$ cat src/verilog/tam_map.vh
// Purpose: Register map and field layout of the thermal alarm block
// Assumes: 16-bit registers reached through an 8-bit pointer
// Notes:   Definitions only
`ifndef TAM_MAP_VH
`define TAM_MAP_VH

// Pointer values
`define TAM_PTR_CTRL        8'h01
`define TAM_PTR_UPPER       8'h02
`define TAM_PTR_LOWER       8'h03
`define TAM_PTR_CRIT        8'h04
`define TAM_PTR_RESET       8'h00

// Reset values
`define TAM_CTRL_RESET      16'h0000
`define TAM_LIMIT_RESET     11'h000

// Control field positions
`define TAM_HYST_HI         10
`define TAM_HYST_LO         9
`define TAM_POWER_DOWN      8
`define TAM_CRIT_LOCK       7
`define TAM_WIN_LOCK        6
`define TAM_RELEASE         5
`define TAM_ASSERTED_FLAG   4
`define TAM_ALARM_EN        3
`define TAM_CRIT_ONLY       2
`define TAM_POLARITY        1
`define TAM_IRQ_MODE        0

// Limit field: sign at bit 12, quarter degree at bit 2
`define TAM_LIM_HI          12
`define TAM_LIM_LO          2

// Hysteresis in quarter degrees: 0, 1.5, 3, 6 degC
`define TAM_HYST_NONE       13'h0000
`define TAM_HYST_1P5        13'h0006
`define TAM_HYST_3          13'h000C
`define TAM_HYST_6          13'h0018

`endif
$ cat src/verilog/tam_core.v
// Purpose: Thermal alarm control, limit registers and alarm pin
// Assumes: Bus engine hands over pointer bytes and whole data words
// Notes:   Temperature samples come from on-chip logic, same clock
// Notes on behaviour
// - Control bits 15 to 11 read zero and ignore writes.
// - Bits 10:9 pick hysteresis none, 1.5, 3 or 6 degrees.
// - Hysteresis only on falling side; also for alarm pin.
// - Hysteresis field frozen while either lock bit is set.
// - Power-down stops sampling, so comparator flags hold; bus still answers.
// - Lock refuses setting power-down; clearing always allowed.
// - Bit 7 locks critical limit, sticky until power-on reset.
// - Bit 6 locks window limits, sticky until power-on reset.
// - Bit 5 releases latched alarm in interrupt mode, reads zero.
// - Bit 4 reads one while alarm is asserted.
// - Bit 3 enables the alarm pin; frozen under either lock.
// - Bit 2 selects critical-only alarm; frozen under window lock.
// - Bit 1 picks asserted pin level, low by default.
// - Bit 0 picks comparator or interrupt mode.
// - Temperatures are two's complement, bits 12 to 2 valid.
// - Comparisons use only bits 12 to 2 of the temperature.
// - Upper limit trips above, re-signals at limit minus hyst.
// - Lower trips below limit minus hyst, re-signals at limit.
// - Control register is 16 bits at pointer 01, resets zero.
// - Critical trip holds until at or below limit minus hyst.
// - Pointer byte selects register; writes carry a whole word.
`include "tam_map.vh"

module tam_core (
  input  wire        i_clk,
  input  wire        i_reset_n,
  input  wire        i_ptr_stb,
  input  wire [7:0]  i_ptr_byte,
  input  wire        i_wr_stb,
  input  wire [15:0] i_wr_data,
  input  wire        i_rd_stb,
  output wire [15:0] o_rd_data,
  output wire        o_rd_valid,
  input  wire        i_temp_valid,
  input  wire [15:0] i_temp_data,
  output wire        o_power_down,
  output wire        o_alarm_out,
  output wire        o_alarm_oe,
  output wire        o_alarm_asserted_flag
);

  // Pointer and register storage
  reg  [7:0]  ptr_q;
  reg  [1:0]  hyst_q;
  reg         power_down_q;
  reg         critical_limit_lock_q;
  reg         win_lock_q;
  reg         alarm_en_q;
  reg         critical_only_select_q;
  reg         alarm_polarity_q;
  reg         irq_mode_q;
  reg  [10:0] upper_q;
  reg  [10:0] lower_q;
  reg  [10:0] crit_q;

  // Alarm state
  reg         irq_q;
  reg         cond_q;
  reg         asserted_q;
  reg         pin_q;
  reg         sample_q;

  // Read path
  reg  [15:0] rdata_q;
  reg         rvalid_q;
  reg  [15:0] rdata_d;

  // Decoded strobes
  wire        any_lock;
  wire        wr_ctrl;
  wire        wr_upper;
  wire        wr_lower;
  wire        wr_crit;
  wire        release_pulse;
  wire        hyst_we;
  wire        pd_we;
  wire        alarm_en_we;
  wire        crit_only_we;
  wire        sample;
  wire [10:0] temp_q4;
  reg  [12:0] hyst_val;
  wire        upper_flag;
  wire        lower_flag;
  wire        crit_flag;
  wire        cond_d;
  wire        event_d;
  wire        asserted_d;
  wire        pin_d;
  wire [15:0] ctrl_view;

  // Pointer byte arrives first in every transfer
  always @(posedge i_clk or negedge i_reset_n)
  begin
    if (!i_reset_n)
      ptr_q <= `TAM_PTR_RESET;
    else if (i_ptr_stb)
      ptr_q <= i_ptr_byte;
  end

  // Word writes land in the register the pointer selects
  assign wr_ctrl  = i_wr_stb && (ptr_q == `TAM_PTR_CTRL);
  assign wr_upper = i_wr_stb && (ptr_q == `TAM_PTR_UPPER);
  assign wr_lower = i_wr_stb && (ptr_q == `TAM_PTR_LOWER);
  assign wr_crit  = i_wr_stb && (ptr_q == `TAM_PTR_CRIT);

  // Locks are judged on the value held before this write
  assign any_lock = critical_limit_lock_q | win_lock_q;

  // Per-field write enables; a lock refuses a field, never the whole word
  assign hyst_we      = wr_ctrl && !any_lock;
  assign pd_we        = wr_ctrl && (!i_wr_data[`TAM_POWER_DOWN] || !any_lock);
  assign alarm_en_we  = wr_ctrl && !any_lock;
  assign crit_only_we = wr_ctrl && !win_lock_q;

  // Locks only ever set; a zero write leaves them until power-on reset
  always @(posedge i_clk or negedge i_reset_n)
  begin
    if (!i_reset_n)
    begin
      critical_limit_lock_q <= 1'b0;
      win_lock_q            <= 1'b0;
    end
    else if (wr_ctrl)
    begin
      critical_limit_lock_q <= critical_limit_lock_q | i_wr_data[`TAM_CRIT_LOCK];
      win_lock_q            <= win_lock_q | i_wr_data[`TAM_WIN_LOCK];
    end
  end

  // Control fields; reserved bits 15:11 have no storage
  always @(posedge i_clk or negedge i_reset_n)
  begin
    if (!i_reset_n)
    begin
      hyst_q                 <= 2'b00;
      power_down_q           <= 1'b0;
      alarm_en_q             <= 1'b0;
      critical_only_select_q <= 1'b0;
      alarm_polarity_q       <= 1'b0;
      irq_mode_q             <= 1'b0;
    end
    else
    begin
      if (hyst_we)
        hyst_q <= i_wr_data[`TAM_HYST_HI:`TAM_HYST_LO];
      // Clearing power-down is never refused
      if (pd_we)
        power_down_q <= i_wr_data[`TAM_POWER_DOWN];
      if (alarm_en_we)
        alarm_en_q <= i_wr_data[`TAM_ALARM_EN];
      if (crit_only_we)
        critical_only_select_q <= i_wr_data[`TAM_CRIT_ONLY];
      // Polarity and mode stay writable under either lock
      if (wr_ctrl)
      begin
        alarm_polarity_q <= i_wr_data[`TAM_POLARITY];
        irq_mode_q       <= i_wr_data[`TAM_IRQ_MODE];
      end
    end
  end

  // Release is a write-only strobe, dropped in comparator mode
  assign release_pulse = wr_ctrl && i_wr_data[`TAM_RELEASE] && irq_mode_q;

  // Limit registers keep bits 12:2 only; others read zero
  always @(posedge i_clk or negedge i_reset_n)
  begin
    if (!i_reset_n)
    begin
      upper_q <= `TAM_LIMIT_RESET;
      lower_q <= `TAM_LIMIT_RESET;
      crit_q  <= `TAM_LIMIT_RESET;
    end
    else
    begin
      if (wr_upper && !win_lock_q)
        upper_q <= i_wr_data[`TAM_LIM_HI:`TAM_LIM_LO];
      if (wr_lower && !win_lock_q)
        lower_q <= i_wr_data[`TAM_LIM_HI:`TAM_LIM_LO];
      if (wr_crit && !critical_limit_lock_q)
        crit_q <= i_wr_data[`TAM_LIM_HI:`TAM_LIM_LO];
    end
  end

  // Hysteresis code to quarter-degree magnitude
  always @*
  begin
    case (hyst_q)
      2'b00:   hyst_val = `TAM_HYST_NONE;
      2'b01:   hyst_val = `TAM_HYST_1P5;
      2'b10:   hyst_val = `TAM_HYST_3;
      2'b11:   hyst_val = `TAM_HYST_6;
      default: hyst_val = `TAM_HYST_NONE;
    endcase
  end

  // Finer bits below bit 2 never reach the comparators
  assign temp_q4 = i_temp_data[`TAM_LIM_HI:`TAM_LIM_LO];

  // No new samples in power-down, so every comparator flag freezes
  assign sample = i_temp_valid && !power_down_q;

  // Three comparators share one structure
  tam_hyst_cmp #(
    .BELOW (0)
  ) u_upper (
    .i_clk     (i_clk),
    .i_reset_n (i_reset_n),
    .i_sample  (sample),
    .i_temp    (temp_q4),
    .i_limit   (upper_q),
    .i_hyst    (hyst_val),
    .o_flag    (upper_flag)
  );

  tam_hyst_cmp #(
    .BELOW (1)
  ) u_lower (
    .i_clk     (i_clk),
    .i_reset_n (i_reset_n),
    .i_sample  (sample),
    .i_temp    (temp_q4),
    .i_limit   (lower_q),
    .i_hyst    (hyst_val),
    .o_flag    (lower_flag)
  );

  tam_hyst_cmp #(
    .BELOW (0)
  ) u_crit (
    .i_clk     (i_clk),
    .i_reset_n (i_reset_n),
    .i_sample  (sample),
    .i_temp    (temp_q4),
    .i_limit   (crit_q),
    .i_hyst    (hyst_val),
    .o_flag    (crit_flag)
  );

  // Qualifying condition; window flags masked in critical-only mode
  assign cond_d = crit_flag | (!critical_only_select_q & (upper_flag | lower_flag));

  // Comparator flags settle one cycle after the sample strobe
  always @(posedge i_clk or negedge i_reset_n)
  begin
    if (!i_reset_n)
    begin
      sample_q <= 1'b0;
      cond_q   <= 1'b0;
    end
    else
    begin
      sample_q <= sample;
      cond_q   <= cond_d;
    end
  end

  // A crossing is a change of the qualifying condition in the cycle after a sample
  assign event_d = sample_q && (cond_d != cond_q);

  // Interrupt latch; a new crossing beats a release in the same cycle
  always @(posedge i_clk or negedge i_reset_n)
  begin
    if (!i_reset_n)
      irq_q <= 1'b0;
    else if (event_d)
      irq_q <= 1'b1;
    else if (release_pulse)
      irq_q <= 1'b0;
  end

  // Level in comparator mode, latch in interrupt mode, gated by enable
  assign asserted_d = alarm_en_q & (irq_mode_q ? irq_q : cond_d);

  // Active level from polarity bit, idle is its inverse
  assign pin_d = asserted_d ? alarm_polarity_q : !alarm_polarity_q;

  // Pin is registered so it never glitches on mode writes
  always @(posedge i_clk or negedge i_reset_n)
  begin
    if (!i_reset_n)
    begin
      asserted_q <= 1'b0;
      pin_q      <= 1'b1;
    end
    else
    begin
      asserted_q <= asserted_d;
      pin_q      <= pin_d;
    end
  end

  // Open-drain pin: drive only the low level, pull-up gives high
  assign o_alarm_out = 1'b0;
  assign o_alarm_oe  = !pin_q;
  assign o_alarm_asserted_flag = asserted_q;
  assign o_power_down = power_down_q;

  // Control as read back; release reads zero, reserved reads zero
  assign ctrl_view = {5'b0_0000,
                      hyst_q,
                      power_down_q,
                      critical_limit_lock_q,
                      win_lock_q,
                      1'b0,
                      asserted_q,
                      alarm_en_q,
                      critical_only_select_q,
                      alarm_polarity_q,
                      irq_mode_q};

  // Read mux; pointers this block does not own read zero
  always @*
  begin
    case (ptr_q)
      `TAM_PTR_CTRL:  rdata_d = ctrl_view;
      `TAM_PTR_UPPER: rdata_d = {3'b000, upper_q, 2'b00};
      `TAM_PTR_LOWER: rdata_d = {3'b000, lower_q, 2'b00};
      `TAM_PTR_CRIT:  rdata_d = {3'b000, crit_q, 2'b00};
      default:        rdata_d = 16'h0000;
    endcase
  end

  // Read word is captured on the strobe and held until the next
  always @(posedge i_clk or negedge i_reset_n)
  begin
    if (!i_reset_n)
    begin
      rdata_q  <= 16'h0000;
      rvalid_q <= 1'b0;
    end
    else
    begin
      rvalid_q <= i_rd_stb;
      if (i_rd_stb)
        rdata_q <= rdata_d;
    end
  end

  assign o_rd_data  = rdata_q;
  assign o_rd_valid = rvalid_q;

endmodule

$ cat src/verilog/tam_hyst_cmp.v
// Purpose: One limit comparator with falling-side hysteresis
// Assumes: Quarter-degree two's complement values, sampled by a strobe
// Notes:   Flag holds between samples, so shutdown freezes it
module tam_hyst_cmp #(
  parameter BELOW = 0
) (
  input  wire        i_clk,
  input  wire        i_reset_n,
  input  wire        i_sample,
  input  wire [10:0] i_temp,
  input  wire [10:0] i_limit,
  input  wire [12:0] i_hyst,
  output wire        o_flag
);

  reg         flag_q;
  wire signed [12:0] temp_s;
  wire signed [12:0] lim_s;
  wire signed [12:0] lim_h_s;

  // Sign-extend two bits so the subtraction cannot wrap
  assign temp_s  = {{2{i_temp[10]}}, i_temp};
  assign lim_s   = {{2{i_limit[10]}}, i_limit};
  assign lim_h_s = lim_s - $signed(i_hyst);

  // Above: set over limit, clear at or under limit minus hyst
  // Below: set under limit minus hyst, clear at or over limit
  always @(posedge i_clk or negedge i_reset_n)
  begin
    if (!i_reset_n)
      flag_q <= 1'b0;
    else if (i_sample)
    begin
      if (BELOW == 0)
      begin
        if (temp_s > lim_s)
          flag_q <= 1'b1;
        else if (temp_s <= lim_h_s)
          flag_q <= 1'b0;
      end
      else
      begin
        if (temp_s < lim_h_s)
          flag_q <= 1'b1;
        else if (temp_s >= lim_s)
          flag_q <= 1'b0;
      end
    end
  end

  assign o_flag = flag_q;

endmodule

$ cat config.mk
export PLATFORM = sky130hd
export DESIGN_NAME = tam_core
export DESIGN_NICKNAME = d
export VERILOG_FILES = /design/src/verilog/tam_core.v /design/src/verilog/tam_hyst_cmp.v
export VERILOG_INCLUDE_DIRS = /design/src /design/src/verilog
export SDC_FILE = /design/constraint.sdc
export NUM_CORES = 1
export LEC_CHECK = 0
export BUFFER_PORTS_ARGS = -buffer_cell sky130_fd_sc_hd__buf_2
export CELL_PAD_IN_SITES_DETAIL_PLACEMENT = 2
export CELL_PAD_IN_SITES_GLOBAL_PLACEMENT = 2
export CORE_UTILIZATION = 33
export CTS_BUF_LIST = sky130_fd_sc_hd__clkbuf_8 sky130_fd_sc_hd__clkbuf_16
export CTS_CLUSTER_SIZE = 16
export DETAILED_ROUTE_END_ITERATION = 16
export PLACE_DENSITY = 0.75
export REMOVE_ABC_BUFFERS = 1
export SLEW_MARGIN = 30
export SYNTH_ARGS = -nofsm -noshare
export SYNTH_HDL_FRONTEND = slang
export SYNTH_SLANG_ARGS = --single-unit
$ cat constraint.sdc
create_clock -name i_clk -period 3.15 [get_ports i_clk]
set_input_delay 0.63 -clock i_clk [delete_from_list [all_inputs] [get_ports i_clk]]
set_output_delay 0.63 -clock i_clk [all_outputs]
set_load 0.005 [all_outputs]
==> results of run 1 <==
-- cells in the mapped netlist, types with 9 or more instances --
cell / number
ha_1: 84
dfrtp_1: 71
inv_1: 59
nand2_1: 53
o21ai_0: 46
a21oi_1: 27
nor2_1: 25
xnor2_1: 23
mux2_2: 16
nand3_1: 14
clkbuf_1: 11
nand4_1: 11
o22ai_1: 11
a222oi_1: 10
a21boi_0: 9
a21o_1: 9
nor3_1: 9
-- power breakdown --
part	leakage, nW	switching (mW)	total (mW)	internal [mW]
Sequential	0.853	0.164	1.22	1.06
Combinational	2.10	0.837	1.51	0.671
Clock	0.167	0.445	1.22	0.775
-- layout make-up --
cell class              instances  area, µm²
fillers                      1705       9050
multi-input cells             424       3570
flip-flops and latches         72       1810
repair buffers                 91        562
well taps                     216        270
clock buffers                   9        225
inverters                      59        221
clock inverters                 7        119
-- worst max-delay path, cell delays in order (launching register included) --
cell and delay, ns:
dfrtp_2 0.47, buf_4 0.16, ha_4 0.16, buf_4 0.14
ha_4 0.17, fa_2 0.39, buf_4 0.15, xor2_1 0.15
ha_1 0.34, a21oi_2 0.15, a21boi_2 0.07, o31ai_2 0.26
o211ai_1 0.17, a32oi_1 0.19, o311ai_1 0.14
-- cell families after synthesis --
family / Yosys count / share of synthesized area [%]
DFF: 72 / 33.9
AOI/OAI and AO/OA: 144 / 17.6
muxes: 17 / 3.60
buffers and inverters: 78 / 5.93
other: 1 / 0.0705
adders and majority gates: 87 / 20.9
and+or+nand+nor: 145 / 13.6
xor gates and xnor gates: 27 / 4.44
-- through the flow --
stage                     instance area, µm²  std cells
after floorplan                         5240        555
after detailed placement                6020        854
final                                   6780        878
after CTS                               6530        874
after global placement                  6020        854
after global routing                    6780        878
-- per-layer routing --
metal | wire [µm] | GRT usage [%] | share of wire, % | vias up
met3 | 728 | 3.95 | 3.6 | 46
met1 | 8480 | 30.4 | 42 | 2465
met5 | 0 | 0 | 0 | -
met2 | 10200 | 43.4 | 51 | 125
li1 | - | - | - | 2220
met4 | 706 | 12.0 | 3.5 | 0
-- registers in the layout (all words and copies together) (netlist names), 2 cells and up --
name,flops
lower_q,11
ptr_q,8
upper_q,11
o_rd_data,13
crit_q,11
hyst_q,2
-- worst min-delay path by stage --
stage                      from          to  slack, ns  cells after the start
2_1_floorplan         i_reset_n  alarm_en_q       0.33                      0
3_3_place_gp   alarm_polarity_q       pin_q       0.45                      1
3_5_place_dp           sample_q       irq_q       0.47                      1
4_1_cts                sample_q       irq_q       0.48                      1
5_1_grt               i_reset_n  lower_q[2]       0.36                      1
6_report              i_reset_n  lower_q[2]       0.28                      1
-- timing repair --
item | 4_1_cts | 5_1_grt
buffers inserted | 4 | 5
resized for setup | 37 | 43
pin swaps | 20 | 36
setup endpoints to repair | 3 | 3
hold buffers | 0 | 0
==> metrics.md, run 1 <==
| Metric | Value |
|---|---|
| Startpoint types | flip-flop |
| Count of final max-slew check failures | 0 |
| Vias | 4856 |
| Hold Path Class | in2async |
| Router iterations before antenna repair | 7 |
| Final nets | 790 |
| Crit Path Max Fanout | 4 |
| Post-synth top area share | 33.4% |
| Final core utilization | 42.8% |
| Synth area leaders | dfrtp_1 (33%), ha_1 (20%), o21ai_0 (4.3%), inv_1 (4.2%), xnor2_1 (3.8%) |
| Required @ worst endpoint | 3.38 ns |
| CTS tree | yes |
| Routed wire per std cell | 22.9 µm |
| H-tree Lvls | 3 |
| Antenna violations before repair | 0 |
| Die height | 129 µm |
| Reg2reg end | u_crit.o_flag |
| Worst Max-Slew Pin Slew | 0.775 ns |
| # setup viols final | 3 |
| Mapped cell area | 5320 µm² |
| Worst Path Class, Setup | reg2reg |
| Setup crit start | hyst_q[0] |
| Critical Path AT | 3.48 ns |
| DP HPWL | 14800 µm |
| Gr ovfl total | 0 |
| Final hold violation count | 0 |
| Post-Route Setup TNS | -0.224 ns |
| Top-Level Pins | 67 |
| Seq cells post-synth | 72 |
| Synth async-reset ratio | 100% |
| Status | finished, violations left |
| Setup slack at placement | -0.571 ns |
| Synthesis Warnings | 0 |
| Worst VDD drop | 0.000391 V |
| Failing checks | setup timing |
| Root Buffer | clkbuf_16 |
| Leak Pwr | 3.12 nW |
| Die area | 16600 µm² |
| Vias per cell | 5.53 |
| Final ANT Viol Nets | 0 |
| Worst-Skew Late Latency | 0.36 ns |
| Mean Syn Cell Area | 9.32 µm² |
| Clk buf depth | 2 |
| Syn Inst Count | 571 |
| Clock slew at reported path FFs | 0.07 ns |
| Period utilization | 103% |
| Cts bufs inserted | 9 |
| Initial core utilization | 33.6% |
| Crit path time final | 3.25 ns |
| Core area | 15800 µm² |
| Rows | 46 |
| Placer Congestion | 0.841 |
| RSZ-0062 raised after global routing | true |
| Final wirelength | 20100 µm |
| Maximum clock frequency | 0.307 GHz |
| Vias in the first global route | 5376 |
| First-pass GRT wire length | 30700 µm |
| Distinct cells, synth | 57 |
| Fraction of layout cells with a size suffix above 1 | 28.1% |
| Global Route Usage Sum | 25.1% |
| Register area share after synthesis | 33.9% |
| 1st-iter DRT viols | 204 |
| Power Total | 3.95 mW |
| Clock Skews | 0.0113 ns |
| Post-synth EDFFs | 0 |
| Largest net degree at the start of global routing | 73 |
| Reg2reg setup slack | -0.10 ns |
| Hold_ws | 0.283 ns |
| Max_slew headroom | 48.2% |
| Pwr/cell area | 583 nW/µm² |
| Ys flop type | dfrtp_1 |
| Setup crit end kind | flip-flop |
| Area delta synth->final | 27.4% |
| Antenna Cells | 0 |
| FF-to-FF path depth | 14 |
| Final Worst Setup Slack | -0.103 ns |
| Clock sink total | 72 |
| Crit path to | u_crit.o_flag |
| Commonest non-fill, non-tap cells in the layout | ha_1 (76), dfrtp_1 (69), inv_1 (58), buf_2 (53), nand2_1 (48) |
| Most common cell after layout, fill and taps aside | ha_1 |
| Max Cap Viol | 0 |
| Reg-to-reg startpoint | hyst_q[0] |
| Die W | 129 µm |
| Port Buffers | 54 |
| Detailed-route DRC error count | 0 |
| Synth area leader | dfrtp_1 |
No activity file was read; power rests on OpenSTA's default activity.
==> run 2: changes to the inputs <==
--- a/config.mk
+++ b/config.mk
@@ -6,14 +6,15 @@
 export SDC_FILE = /design/constraint.sdc
 export NUM_CORES = 1
 export LEC_CHECK = 0
-export BUFFER_PORTS_ARGS = -buffer_cell sky130_fd_sc_hd__buf_2
+export CAP_MARGIN = 20
 export CELL_PAD_IN_SITES_DETAIL_PLACEMENT = 2
 export CELL_PAD_IN_SITES_GLOBAL_PLACEMENT = 2
-export CORE_UTILIZATION = 33
+export CORE_UTILIZATION = 36
 export CTS_BUF_LIST = sky130_fd_sc_hd__clkbuf_8 sky130_fd_sc_hd__clkbuf_16
 export CTS_CLUSTER_SIZE = 16
 export DETAILED_ROUTE_END_ITERATION = 16
-export PLACE_DENSITY = 0.75
+export DONT_BUFFER_PORTS = 1
+export PLACE_DENSITY = 0.84
 export REMOVE_ABC_BUFFERS = 1
 export SLEW_MARGIN = 30
 export SYNTH_ARGS = -nofsm -noshare
==> run 2 against run 1 <==
The flow still finishes with violations (setup timing); combinational power about the same; clock power shrank 23%; clock-buffer cell count rose by 1; critical path type unchanged; largest cell class unchanged; largest power group unchanged.
==> metrics.md, run 2 (synthesis gave the netlist of run 1 again) <==
| Metric | Value |
|---|---|
| Core area | 14500 µm² (-8.5%) |
| Period utilization | 107% (+4.2 points) |
| Clock slew at reported path FFs | 0.06 ns (about the same) |
| Cells along the critical path | inv_2 -> ha_4 -> inv_2 -> fa_2 -> inv_1 -> a21o_1 -> a21oi_2 -> nand3_2 -> nor3_4 -> a21oi_1 -> ha_1 -> nand3_1 -> nor3_2 -> buf_4 -> nand4_1 -> o311ai_2 -> o32ai_1 |
| Final wirelength | 21200 µm (+5.4%) |
| Required @ worst endpoint | 3.36 ns (-0.02 ns) |
| Placer Congestion | 0.875 (+4.1%) |
| Port Buffers | 0 (-100%) |
| Leak Pwr | 2.88 nW (-7.6%) |
| Max_slew headroom | 49.9% (+1.7 points) |
| Rows | 44 (-4.3%) |
| Clk buf depth | 2 (unchanged) |
| Vias | 4794 (-1.3%) |
| Gr ovfl total | 0 (unchanged) |
| Worst VDD drop | 0.000364 V (-6.8%) |
| Vias per cell | 6.05 (+9.3%) |
| Reg power frac | 33.8% (+2.8 points) |
| Hold_ws | 0.125 ns (-0.158 ns) |
| H-tree Lvls | 3 (unchanged) |
| Top-Level Pins | 67 (unchanged) |
| Largest net degree at the start of global routing | 72 (-1.4%) |
| Worst Path Class, Setup | reg2reg |
| Switching Share | 38.5% (+1.9 points) |
| Setup slack at placement | -0.546 ns (+0.0245 ns) |
| Detailed-route DRC error count | 0 (unchanged) |
| Delay-heaviest family, CP | simple AND/OR/NAND/NOR gates |
| Final hold violation count | 0 (unchanged) |
| Max Cap Viol | 0 (unchanged) |
| 1st-iter DRT viols | 347 (+70%) |
| WP buf/inv | 4 (+1) |
| Final nets | 737 (-6.7%) |
| Antenna Cells | 0 (unchanged) |
| Clock sink total | 72 (unchanged) |
| Setup crit end kind | flip-flop |
| Final ANT Viol Nets | 0 (unchanged) |
| Routed wire per std cell | 26.8 µm (+17%) |
| Status | finished, violations left |
| Power share of the combinational group | 40.4% (+2.2 points) |
| Commonest non-fill, non-tap cells in the layout | ha_1 (76), dfrtp_1 (69), inv_1 (60), nand2_1 (48), o21ai_0 (40) |
| Critical Path AT | 3.60 ns (+0.12 ns) |
| Count of final max-slew check failures | 0 (unchanged) |
| Pwr/cell area | 570 nW/µm² (-2.2%) |
| Vias in the first global route | 5630 (+4.7%) |
| DP HPWL | 14800 µm (+0.39%) |
| Antenna violations before repair | 0 (unchanged) |
| Cts bufs inserted | 9 (unchanged) |
| CP max stage cell | dfrtp_2 |
| Final Worst Setup Slack | -0.235 ns (-0.132 ns) |
| Final Non-Filler Cells | 793 (-9.7%) |
| Most Frequent Cell on Critical Path | inv_2 |
| Worst Max-Slew Pin Slew | 0.750 ns (-0.0255 ns) |
| Die W | 124 µm (-4.2%) |
| Clock power share | 25.8% (-5.1 points) |
| Die area | 15300 µm² (-8.2%) |
| # setup viols final | 3 (unchanged) |
| Crit Path Max Fanout | 4 (unchanged) |
| Area delta synth->final | 20.6% |
| Largest register FFs | 13 (unchanged) |
| Startpoint types | flip-flop |
| Maximum clock frequency | 0.295 GHz (-3.9%) |
| Worst-Skew Late Latency | 0.35 ns (about the same) |
| CP max stage delay | 0.45 ns (-0.02 ns) |
| Die height | 124 µm (-4.2%) |
| Most common cell after layout, fill and taps aside | ha_1 |
| Clock Skews | 0.00909 ns (-0.00221 ns) |
| Router iterations before antenna repair | 5 (-2) |
| Switch Pwr | 1.41 mW (-2.5%) |
| Fraction of layout cells with a size suffix above 1 | 22.8% (-5.3 points) |
| Internal power | 2.25 mW (-10%) |
| Dpl cells | 767 (-10%) |
| Crit path time final | 3.38 ns (+0.132 ns) |
| First-pass GRT wire length | 31500 µm (+2.7%) |
| Post-Route Setup TNS | -0.394 ns (-0.170 ns) |
| Initial core utilization | 36.8% (+3.1 points) |
| Failing checks | setup timing |
| CTS tree | yes |
| Global Route Usage Sum | 28.7% (+3.6 points) |
| Root Buffer | clkbuf_16 |
| RSZ-0062 raised after global routing | true |
| Hold Path Class | in2async |
==> run 2: power groups by stage <==
stage,logic (mW),clock network [mW],registers (mW)
2_1_floorplan,0.784,0,1.17
3_3_place_gp,1.03,0,1.21
3_5_place_dp,1.17,0,1.22
4_1_cts,1.33,0.955,1.22
5_1_grt,1.61,0.991,1.25
6_report,1.48,0.944,1.24
==> run 2: area by class of cell <==
type                            count  area, µm²
Fill cell                        1550       8060
Multi-Input combinational cell    424       3580
Sequential cell                    72       1810
Timing Repair Buffer               38        313
Clock buffer                       10        239
Tap cell                          184        230
Inverter                           59        221
Clock inverter                      6       23.8
==> run 2: final timing paths <==
kind                             endpoint  cells past startpoint             start  slack, ns
max reg2reg                u_upper.o_flag                     17         hyst_q[0]      -0.23
min                                 pin_q                      0         i_reset_n       0.12
max in group asynchronous       hyst_q[1]                      1         i_reset_n       2.64
min reg2reg                         pin_q                      1  alarm_polarity_q       0.49
max                        u_upper.o_flag                     17         hyst_q[0]      -0.23
min in group i_clk             o_rd_valid                      0          i_rd_stb       0.32
==> run 2: metrics by stage <==
stage / util (%) / power (mW) / area, µm²
2_1_floorplan: - / 1.95 / 5240
3_3_place_gp: 39.4 / 2.24 / 5700
3_5_place_dp: 39.4 / 2.39 / 5700
4_1_cts: 42.8 / 3.50 / 6200
5_1_grt: 44.3 / 3.86 / 6410
6_report: 44.3 / 3.66 / 6410
==> run 2: what timing repair did <==
| item | 4_1_cts | 5_1_grt |
|---|---|---|
| setup buffers | 4 | 5 |
| hold buffers | 1 | 0 |
| gates resized for setup | 52 | 34 |
| endpoints found under the hold margin | 71 | 0 |
| pin swaps | 19 | 31 |
| endpoints found under the setup margin | 3 | 3 |
==> run 2: layer usage <==
layer,wire (µm),vias to the layer above,global-route usage (%)
met5,0,-,0
met3,1110,75,7.65
met4,947,0,14.5
met1,8010,2448,30.2
met2,11200,164,52.2
li1,-,2107,-
